File: src/core/wwdt_pkg.sv
// Shared constants for the windowed watchdog timer
package wwdt_pkg;
    // Register indices; byte address is four times the index
    localparam logic [15:0] OPT_IDX  = 16'h0080; // Option byte copy
    localparam logic [15:0] REF_IDX  = 16'hFF9B; // Refresh key register
    localparam logic [15:0] STAT_IDX = 16'h0100; // Counter status
    localparam int          IDX_LSB  = 2;        // Word address lsb
    // Refresh key and read-back values
    localparam logic [7:0]  KEY_VAL     = 8'hAC; // Service key
    localparam logic [7:0]  REF_RST_ON  = 8'h9A; // Read value, enabled
    localparam logic [7:0]  REF_RST_OFF = 8'h1A; // Read value, disabled
    // Option byte fields
    localparam int          OPT_LOCK_POS = 0;     // Oscillator lock
    localparam int          OPT_OVF_LSB  = 1;     // Overflow select, 3 bits
    localparam int          OPT_EN_POS   = 4;     // Counter enable
    localparam int          OPT_WIN_LSB  = 5;     // Open period, 2 bits
    localparam logic [7:0]  OPT_RST      = 8'h00; // Before strap capture
    // Counter sizing
    localparam int          OVF_BASE_EXP = 10;    // Code 000 = 2^10
    localparam int          CNT_W_DEF    = 17;    // Holds up to 2^17
    // Status word fields
    localparam int          STAT_OPEN_POS  = 24;  // Window open
    localparam int          STAT_FIRST_POS = 25;  // First write seen
    localparam int          STAT_PEND_POS  = 26;  // Reset deferred
    // Reset cause bit set for the reset controller
    localparam int          CAUSE_BIT = 4;
    // Data areas exempt from the access check
    localparam logic [15:0] EXC0_LO = 16'hFB00;
    localparam logic [15:0] EXC0_HI = 16'hFFCF;
    localparam logic [15:0] EXC1_LO = 16'hFFE0;
endpackage : wwdt_pkg

File: src/core/wwdt_tick_if.sv
// Tick and run status passed from the oscillator stage to the core
`timescale 1ns/10ps
`default_nettype none
interface wwdt_tick_if;
    logic tick; // One-cycle pulse per low-speed period
    logic run;  // Low-speed source running
    logic lock; // Oscillator lock option
    modport src (output tick, output run, input lock);
    modport snk (input tick, input run, output lock);
endinterface : wwdt_tick_if
`default_nettype wire

File: src/core/wwdt_tick.sv
// Low-speed oscillator edge detector and run qualifier
`timescale 1ns/10ps
`default_nettype none
module wwdt_tick
    import wwdt_pkg::*;
(
    input  wire logic   clk_i,      // System clock
    input  wire logic   rst_i,      // Synchronous reset
    input  wire logic   lsosc_i,    // Low-speed oscillator level
    input  wire logic   halt_i,     // CPU in HALT
    input  wire logic   stop_i,     // CPU in STOP
    input  wire logic   osc_stop_i, // Software oscillator stop bit
    wwdt_tick_if.src    tk          // Tick towards the core
);
    // All state of this stage
    typedef struct packed {
        logic prev; // Last oscillator level
        logic tick; // Rising edge seen
        logic run;  // Source running
    } wwdt_tk_s;

    wwdt_tk_s q; // Registered state
    wwdt_tk_s d; // Next state

    // Without the lock the source halts in low-power modes
    always_comb
    begin
        d      = q;
        d.prev = lsosc_i;
        d.run  = tk.lock | ~(halt_i | stop_i | osc_stop_i);
        d.tick = lsosc_i & ~q.prev & d.run;
    end

    // State register
    always_ff @(posedge clk_i)
    begin
        if (rst_i)
            q <= '{prev: 1'b0, tick: 1'b0, run: 1'b1};
        else
            q <= d;
    end

    assign tk.tick = q.tick;
    assign tk.run  = q.run;
endmodule : wwdt_tick
`default_nettype wire

File: src/core/wwdt_top.sv
// Windowed watchdog timer core with AHB-Lite register slave
//
// Summary of operation
// - Count on low-speed oscillator ticks only
// - Overflow without refresh raises internal reset
// - Bit-manipulation access to refresh register resets
// - Any non-key refresh value raises reset
// - Key write clears counter and restarts
// - Write in closed window resets, even key
// - Fetch outside memory areas resets when enabled
// - Data access outside areas resets, exempt ranges
// - Watchdog reset sets cause bit four
// - Refresh register resets to 9A or 1A
// - Refresh read returns reset value only
// - Enable option gates counting and access checks
// - Three-bit code picks 2^10..2^17 ticks
// - Two-bit code picks final open fraction
// - First write after reset ignores window
// - Refresh errors wait for running source clock
// - Key clear may shift overflow two ticks
// - Refresh at last count still clears
// - Without lock, pause in HALT and STOP
// - Without lock, oscillator stop holds count
`timescale 1ns/10ps
`default_nettype none
module wwdt_top
    import wwdt_pkg::*;
#(
    parameter int CNT_W = CNT_W_DEF // Counter width
)
(
    input  wire logic        clk_i,          // 100 MHz clock
    input  wire logic        rst_i,          // Synchronous reset
    input  wire logic        hsel_i,         // AHB select
    input  wire logic [31:0] haddr_i,        // AHB address
    input  wire logic [1:0]  htrans_i,       // AHB transfer type
    input  wire logic        hwrite_i,       // AHB write
    input  wire logic [2:0]  hsize_i,        // AHB size
    input  wire logic [31:0] hwdata_i,       // AHB write data
    input  wire logic        hready_i,       // AHB ready in
    output logic      [31:0] hrdata_o,       // AHB read data
    output logic             hreadyout_o,    // AHB ready out
    output logic             hresp_o,        // AHB response
    input  wire logic [7:0]  option_byte_i,  // Option byte strap
    input  wire logic        bitmanip_i,     // Access is 1-bit op
    input  wire logic        lsosc_i,        // Low-speed oscillator
    input  wire logic        halt_i,         // HALT mode
    input  wire logic        stop_i,         // STOP mode
    input  wire logic        osc_stop_i,     // Oscillator stop bit
    input  wire logic        fetch_i,        // Instruction fetch
    input  wire logic        fetch_in_map_i, // Fetch inside areas
    input  wire logic        data_acc_i,     // CPU data access
    input  wire logic [15:0] data_addr_i,    // Data access address
    input  wire logic        data_in_map_i,  // Data inside areas
    output logic             wdt_rst_req_o,  // Reset request pulse
    output logic      [7:0]  cause_set_o     // Cause bits to set
);
    // Refuse widths that cannot hold 2^17 or fit the status word
    if (CNT_W < 17 || CNT_W > STAT_OPEN_POS)
        $error("wwdt_top: CNT_W must be 17 to 24");

    // All state of the core
    typedef struct packed {
        logic [CNT_W-1:0] cnt;        // Watchdog count
        logic [7:0]       opt;        // Captured option byte
        logic             opt_vld;    // Option captured
        logic             first_done; // First refresh seen
        logic             pend;       // Deferred refresh error
        logic             rst_req;    // Reset request pulse
        logic [7:0]       cause;      // Cause bits pulse
        logic             wr_ref;     // Refresh write data phase
        logic             bitop;      // That write was a 1-bit op
        logic             rdy;        // Ready out
        logic [31:0]      hrdata;     // Read data
    } wwdt_st_s;

    localparam wwdt_st_s RST_VAL = '{
        cnt: '0, opt: OPT_RST, opt_vld: 1'b0, first_done: 1'b0,
        pend: 1'b0, rst_req: 1'b0, cause: 8'h00, wr_ref: 1'b0,
        bitop: 1'b0, rdy: 1'b1, hrdata: 32'h0000_0000};

    wwdt_st_s q; // Registered state
    wwdt_st_s d; // Next state

    wwdt_tick_if tk (); // Tick link to oscillator stage

    logic [CNT_W:0]   lim;       // Overflow length in ticks
    logic [CNT_W:0]   last;      // Final count before overflow
    logic [CNT_W:0]   close_len; // Closed window length
    logic [2:0]       ovf_sel;   // Overflow code
    logic [1:0]       win_sel;   // Open period code
    logic             en;        // Counting and checks enabled
    logic             win_open;  // Window currently open
    logic             acc;       // AHB address phase taken
    logic [15:0]      idx;       // Register index
    logic             ref_bad;   // Refresh write is an error
    logic             ref_good;  // Valid refresh
    logic             ovf;       // Overflow this cycle
    logic             illegal;   // Illegal fetch or data access
    logic             exempt;    // Data address in exempt range
    logic             fire;      // Raise reset now

    // Oscillator stage; lock option steers its run qualifier
    wwdt_tick u_tick (
        .clk_i      (clk_i),
        .rst_i      (rst_i),
        .lsosc_i    (lsosc_i),
        .halt_i     (halt_i),
        .stop_i     (stop_i),
        .osc_stop_i (osc_stop_i),
        .tk         (tk.src)
    );
    assign tk.lock = q.opt[OPT_LOCK_POS];

    // Option decode
    assign en      = q.opt_vld & q.opt[OPT_EN_POS];
    assign ovf_sel = q.opt[OPT_OVF_LSB +: 3];
    assign win_sel = q.opt[OPT_WIN_LSB +: 2];
    assign lim     = {{CNT_W{1'b0}}, 1'b1}
                     << (OVF_BASE_EXP + int'(ovf_sel));
    assign last    = lim - {{CNT_W{1'b0}}, 1'b1};

    // Closed part is the front of the overflow time
    always_comb
    begin
        case (win_sel)
            2'b00:   close_len = lim - (lim >> 2);
            2'b01:   close_len = lim >> 1;
            2'b10:   close_len = lim >> 2;
            2'b11:   close_len = '0;
            default: close_len = '0;
        endcase
    end
    assign win_open = {1'b0, q.cnt} >= close_len;

    // Bus decode; zero wait states so every taken phase is serviced
    assign acc = hsel_i & htrans_i[1] & hready_i;
    assign idx = haddr_i[IDX_LSB +: 16];

    // Refresh data phase check
    assign ref_bad = q.wr_ref & en & (q.bitop
                     | (hwdata_i[7:0] != KEY_VAL)
                     | (q.first_done & ~win_open));
    assign ref_good = q.wr_ref & en & ~ref_bad;
    // A valid refresh on the final tick wins over the overflow
    assign ovf = en & tk.run & tk.tick & ~ref_good
                 & (q.cnt == last[CNT_W-1:0]);

    // Data areas outside the maps but exempt from checking
    assign exempt  = (data_addr_i >= EXC0_LO && data_addr_i <= EXC0_HI)
                     || (data_addr_i >= EXC1_LO);
    assign illegal = en & ((fetch_i & ~fetch_in_map_i)
                     | (data_acc_i & ~data_in_map_i & ~exempt));
    // A refresh error with the source stopped waits in pend
    assign fire = ovf | illegal | ((ref_bad | q.pend) & tk.run);

    // Next-state logic
    always_comb
    begin
        d         = q;
        d.rst_req = 1'b0;
        d.cause   = 8'h00;
        d.wr_ref  = 1'b0;
        d.bitop   = 1'b0;
        d.rdy     = 1'b1;
        // Strap caught once, the cycle after reset release
        if (!q.opt_vld)
        begin
            d.opt     = option_byte_i;
            d.opt_vld = 1'b1;
        end
        // Address phase: read data prepared for the data phase
        if (acc && !hwrite_i)
        begin
            case (idx)
                OPT_IDX:  d.hrdata = {24'h000000, q.opt};
                REF_IDX:  d.hrdata = {24'h000000,
                              q.opt[OPT_EN_POS] ? REF_RST_ON
                                                : REF_RST_OFF};
                STAT_IDX:
                begin
                    d.hrdata = 32'h0000_0000;
                    d.hrdata[CNT_W-1:0]     = q.cnt;
                    d.hrdata[STAT_OPEN_POS]  = win_open;
                    d.hrdata[STAT_FIRST_POS] = q.first_done;
                    d.hrdata[STAT_PEND_POS]  = q.pend;
                end
                default:  d.hrdata = 32'h0000_0000; // Unmapped
            endcase
        end
        // Address phase: refresh write remembered for its data
        if (acc && hwrite_i && idx == REF_IDX)
        begin
            d.wr_ref = 1'b1;
            d.bitop  = bitmanip_i;
        end
        // Counting, halted when the source is not running
        if (en && tk.run && tk.tick)
            d.cnt = q.cnt + {{(CNT_W-1){1'b0}}, 1'b1};
        // A refresh overrides the increment, even at the last count;
        // the clear lands within one tick, inside the allowed slack
        if (ref_good)
        begin
            d.cnt        = '0;
            d.first_done = 1'b1;
        end
        if (ref_bad && !tk.run)
            d.pend = 1'b1;
        // One request with its cause bits to the reset controller
        if (fire)
        begin
            d.rst_req         = 1'b1;
            d.cause[CAUSE_BIT] = 1'b1;
            d.cnt             = '0;
            d.first_done      = 1'b0;
            d.pend            = 1'b0;
        end
    end

    // State register
    always_ff @(posedge clk_i)
    begin
        if (rst_i)
            q <= RST_VAL;
        else
            q <= d;
    end

    // Outputs straight from the state register
    assign hrdata_o      = q.hrdata;
    assign hreadyout_o   = q.rdy;
    assign hresp_o       = q.cause[0]; // Cause bit 0 never set: OKAY
    assign wdt_rst_req_o = q.rst_req;
    assign cause_set_o   = q.cause;
endmodule : wwdt_top
`default_nettype wire

File: config.mk
export PLATFORM = sky130hd
export DESIGN_NAME = wwdt_top
export DESIGN_NICKNAME = d
export VERILOG_FILES = /design/src/core/wwdt_pkg.sv /design/src/core/wwdt_tick_if.sv /design/src/core/wwdt_tick.sv /design/src/core/wwdt_top.sv
export SDC_FILE = /design/constraint.sdc
export NUM_CORES = 1
export LEC_CHECK = 0
export ABC_CLOCK_PERIOD_IN_PS = 4500
export BUFFER_PORTS_ARGS = -buffer_cell sky130_fd_sc_hd__buf_2
export CAP_MARGIN = 15
export CORE_MARGIN = 5
export CORE_UTILIZATION = 51
export CTS_CLUSTER_SIZE = 12
export DETAILED_ROUTE_END_ITERATION = 7
export GPL_TIMING_DRIVEN = 1
export PLACE_DENSITY = 0.82
export SLEW_MARGIN = 5
export SYNTH_ARGS = -nofsm -noshare
export SYNTH_HDL_FRONTEND = slang
export SYNTH_HIERARCHICAL = 1
export SYNTH_SLANG_ARGS = --single-unit
File: constraint.sdc
create_clock -name clk_i -period 4.5 [get_ports clk_i]
set_input_delay 0.9 -clock clk_i [delete_from_list [all_inputs] [get_ports clk_i]]
set_output_delay 0.9 -clock clk_i [all_outputs]
set_load 0.05 [all_outputs]
==> results by group <==
Status
  – Status: completed

Place
  – Placed insts: 690
  – GP Congestion: 0.900
  – Dpl cell area: about 4500 um^2
  – Dpl hpwl: 8330 um
  – IO buf count: 80

Critical path
  – CP arrival: 4.54 ns
  – Worst setup SP type: flop
  – CP required: ~4.7 ns
  – CP peak stage delay: approximately 0.45 ns
  – Cell family with most CP delay: compound AO/OA/AOI/OAI gates
  – CP bufs+invs: 1
  – Crit-path cells: ha_2 > nor2b_1 > nand2_1 > ha_1 > a21oi_1 > o2bb2ai_2 > nand3b_1 > o21a_1 > o21ai_0 > a21oi_1 > or2_2 > ha_1 > nor2_1 > o21ai_0 > nand2_2 > o211ai_4 > buf_12 > nor3_1
  – CP Capture Type: flop
  – Crit-path slowest cell: ha_2
  – CP max FO: 17
  – CP Class: flop to flop

Synthesis
  – Sequential fraction of the synthesis area: around 26%
  – Synth Register Bits: 54
  – Async set or reset register ratio after synthesis: 0%
  – Synth area leaders: dfxtp_1, ha_1, buf_4, nor2_1, nand2_1
  – Syn Inst Count: roughly 540
  – Cell taking the most area after synthesis: dfxtp_1
  – Post-synth top cells: dfxtp_1, nor2_1, nand2_1, buf_4, a21oi_1
  – Yosys Warn Count: 6
  – Most frequent cell after synthesis: dfxtp_1
  – Synthesized area: between 4000 and 5000 um^2
  – Number of flops mapped to enable cells by yosys: 0
  – Area share of the largest cell type after synthesis: approximately 26%
  – Netlist cell types: 64
  – Syn avg cell area: 7.87 um^2
  – Main synth FF type: dfxtp_1

STA
  – Fin. Hold Viols: 0
  – Max Clock Freq: 229 MHz
  – Final worst path period need: 4.36 ns
  – Rel. slew slack: roughly 41%
  – Worst Max-Slew Pin Slew: a little under 0.9 ns
  – Final setup fails: 0
  – Final slew viol count: 0
  – Period utilization: a little over nine tenths
  – Skew final: about 0.015 ns

Routing
  – 1st-pass router iterations: 7
  – Final ANT Viol Nets: 0
  – 1st-iter DRT viols: 323
  – WL/cell: about 16 um
  – DR vias/cell: roughly 6
  – Post-Route WL: around 11000 um
  – Total number of vias: 4083
  – DRC Markers: 0

Clock tree
  – TritonCTS clock tree: yes
  – Worst-case clock buffer depth: 2
  – Clock Pin Slew Worst Setup and Hold Paths: 0.11 ns
  – Cts bufs inserted: 5
  – CTS Sinks: 54
  – Hold_buf cts: 0
  – Root buffer cell: clkbuf_8
  – H-tree depth: 2
  – Worst-Skew Late Latency: approximately 0.32 ns

GRT
  – Vias in the first global route: approximately 3800
  – Global route overflow: 0
  – First-pass GRT wire length: 17200 um
  – Initial antenna violation count: 0
  – GR Util All Layers: about a fifth
  – Pin count of the biggest net entering global routing: 34

Floorplan
  – # rows: 33
  – Die area: between 10000 and 15000 um^2
  – Die Height: approximately 100 um
  – Top-Level Pins: 150
  – Initial Util: 52.0%
  – Die X: 101 um
  – Core ar.: between 8000 and 9000 um^2

Final layout
  – Fillers: roughly 690
  – Non-filler cells, final: 699
  – Nets: around 730
  – Layout cell share with drive strength beyond 1: 21.5%
  – Number of diodes: 0
  – Area used by multi-input combinational logic: about 2800 um^2
  – Post-route design area: 4670 um^2
  – Register Area: between 1000 and 1500 um^2
  – Area Overhead vs Synth: 10.4%

Worst hold path
  – Worst hold path class: flop to flop

Power and ir drop
  – LEAKAGE: around 1.9 nW
  – VDD IR max: about 180 uV
  – Pwr Density: 254 nW/um^2

Flow run
  – Max Cap Viol: 0
-- logic make-up (layout without fill, tap and decap cells) --
family,Yosys count,count (layout),share of synthesized area (%)
AND/OR/NAND/NOR,232,232,29.9
AO/OA/AOI/OAI,105,105,16.8
buffers and inverters,82,110,11.9
flip-flops,54,54,25.6
adder cells (fa/ha/maj),28,28,8.29
XOR/XNOR,23,23,4.77
multiplexers,11,11,2.61
other,2,31,0.178
-- sequential cells by signal (all words and copies together) (netlist names) --
signal          cells
u_tick/q            1
cause_set_o         1
u_tick/tk.tick      1
q                  27
hrdata_o           20
u_tick/tk.run       1
ovf_sel             3
-- power by group --
| part | internal, mW | switching [mW] |
|---|---|---|
| combinational | 0.124 | 0.203 |
| sequential | 0.486 | 0.0150 |
| clock | 0.169 | 0.185 |
-- repair_timing --
action	in CTS	in global routing
setup endpoints to repair	0	20
resized for setup	0	10
buffers inserted	0	1
-- final timing paths --
kind                            depth (start not counted)          end   startpoint  slack [ns]
worst max-delay path                                   18        q[60]   ovf_sel[2]        0.14
worst min-delay path                                    2  hrdata_o[9]  hrdata_o[9]        0.46
worst max register to register                         18        q[60]   ovf_sel[2]        0.14
worst min register to register                          2  hrdata_o[9]  hrdata_o[9]        0.46
-- layout make-up --
class                   count  area share, %
multi-input cells         430           59.9
flip-flops and latches     54           23.2
repair buffers             92           10.8
well taps                 105           2.82
clock buffers               5           1.47
clock inverters             3           1.02
inverters                  10          0.805
-- tightest hold or removal path, stage by stage (launching register included) --
cell and delay [ns]:
dfxtp_1 0.32, nand2_1 0.05, a21oi_1 0.05
-- layout by cell type (no fill, tap or decap), types with 4 or more instances in the layout --
cell,n
a211oi_1,8
a21oi_1,28
a221oi_1,7
buf_2,80
buf_4,11
clkbuf_8,5
conb_1,31
dfxtp_1,54
ha_1,27
inv_1,10
mux2i_1,11
nand2_1,45
nand2b_1,11
nand3_1,22
nand3b_1,4
nand4_1,18
nor2_1,49
nor2b_1,9
nor3_1,22
nor3_2,12
nor4_1,7
o211ai_1,4
o21a_1,6
o21ai_0,17
o31ai_1,5
or2_2,5
or3_1,7
xnor2_1,12
xor2_1,11
-- stage by stage --
step | setup slack, ns | hold WS [ns] | util (%) | power, mW | setup TNS, ns
finish | 0.138 | 0.455 | 57.4 | 1.18 | 0
global route | -0.0497 | 0.483 | 57.4 | 1.23 | -0.435
CTS | 0.000317 | 0.456 | 56.8 | 1.16 | 0
detailed placement | 0.0262 | 0.444 | 55.4 | 0.818 | 0
global placement | 0.124 | 0.436 | 55.4 | 0.809 | 0
floorplan | 0.365 | 0.432 | - | 0.763 | 0
-- per-layer routing --
metal / vias up / track usage (%) / wire, um
met5: - / 0 / 0
met4: 0 / 7.67 / 284
met3: 25 / 2.08 / 678
met2: 180 / 36.0 / 5550
met1: 1905 / 25.4 / 4460
li1: 1973 / - / -
Note: power is estimated with default switching activity, not from simulation.
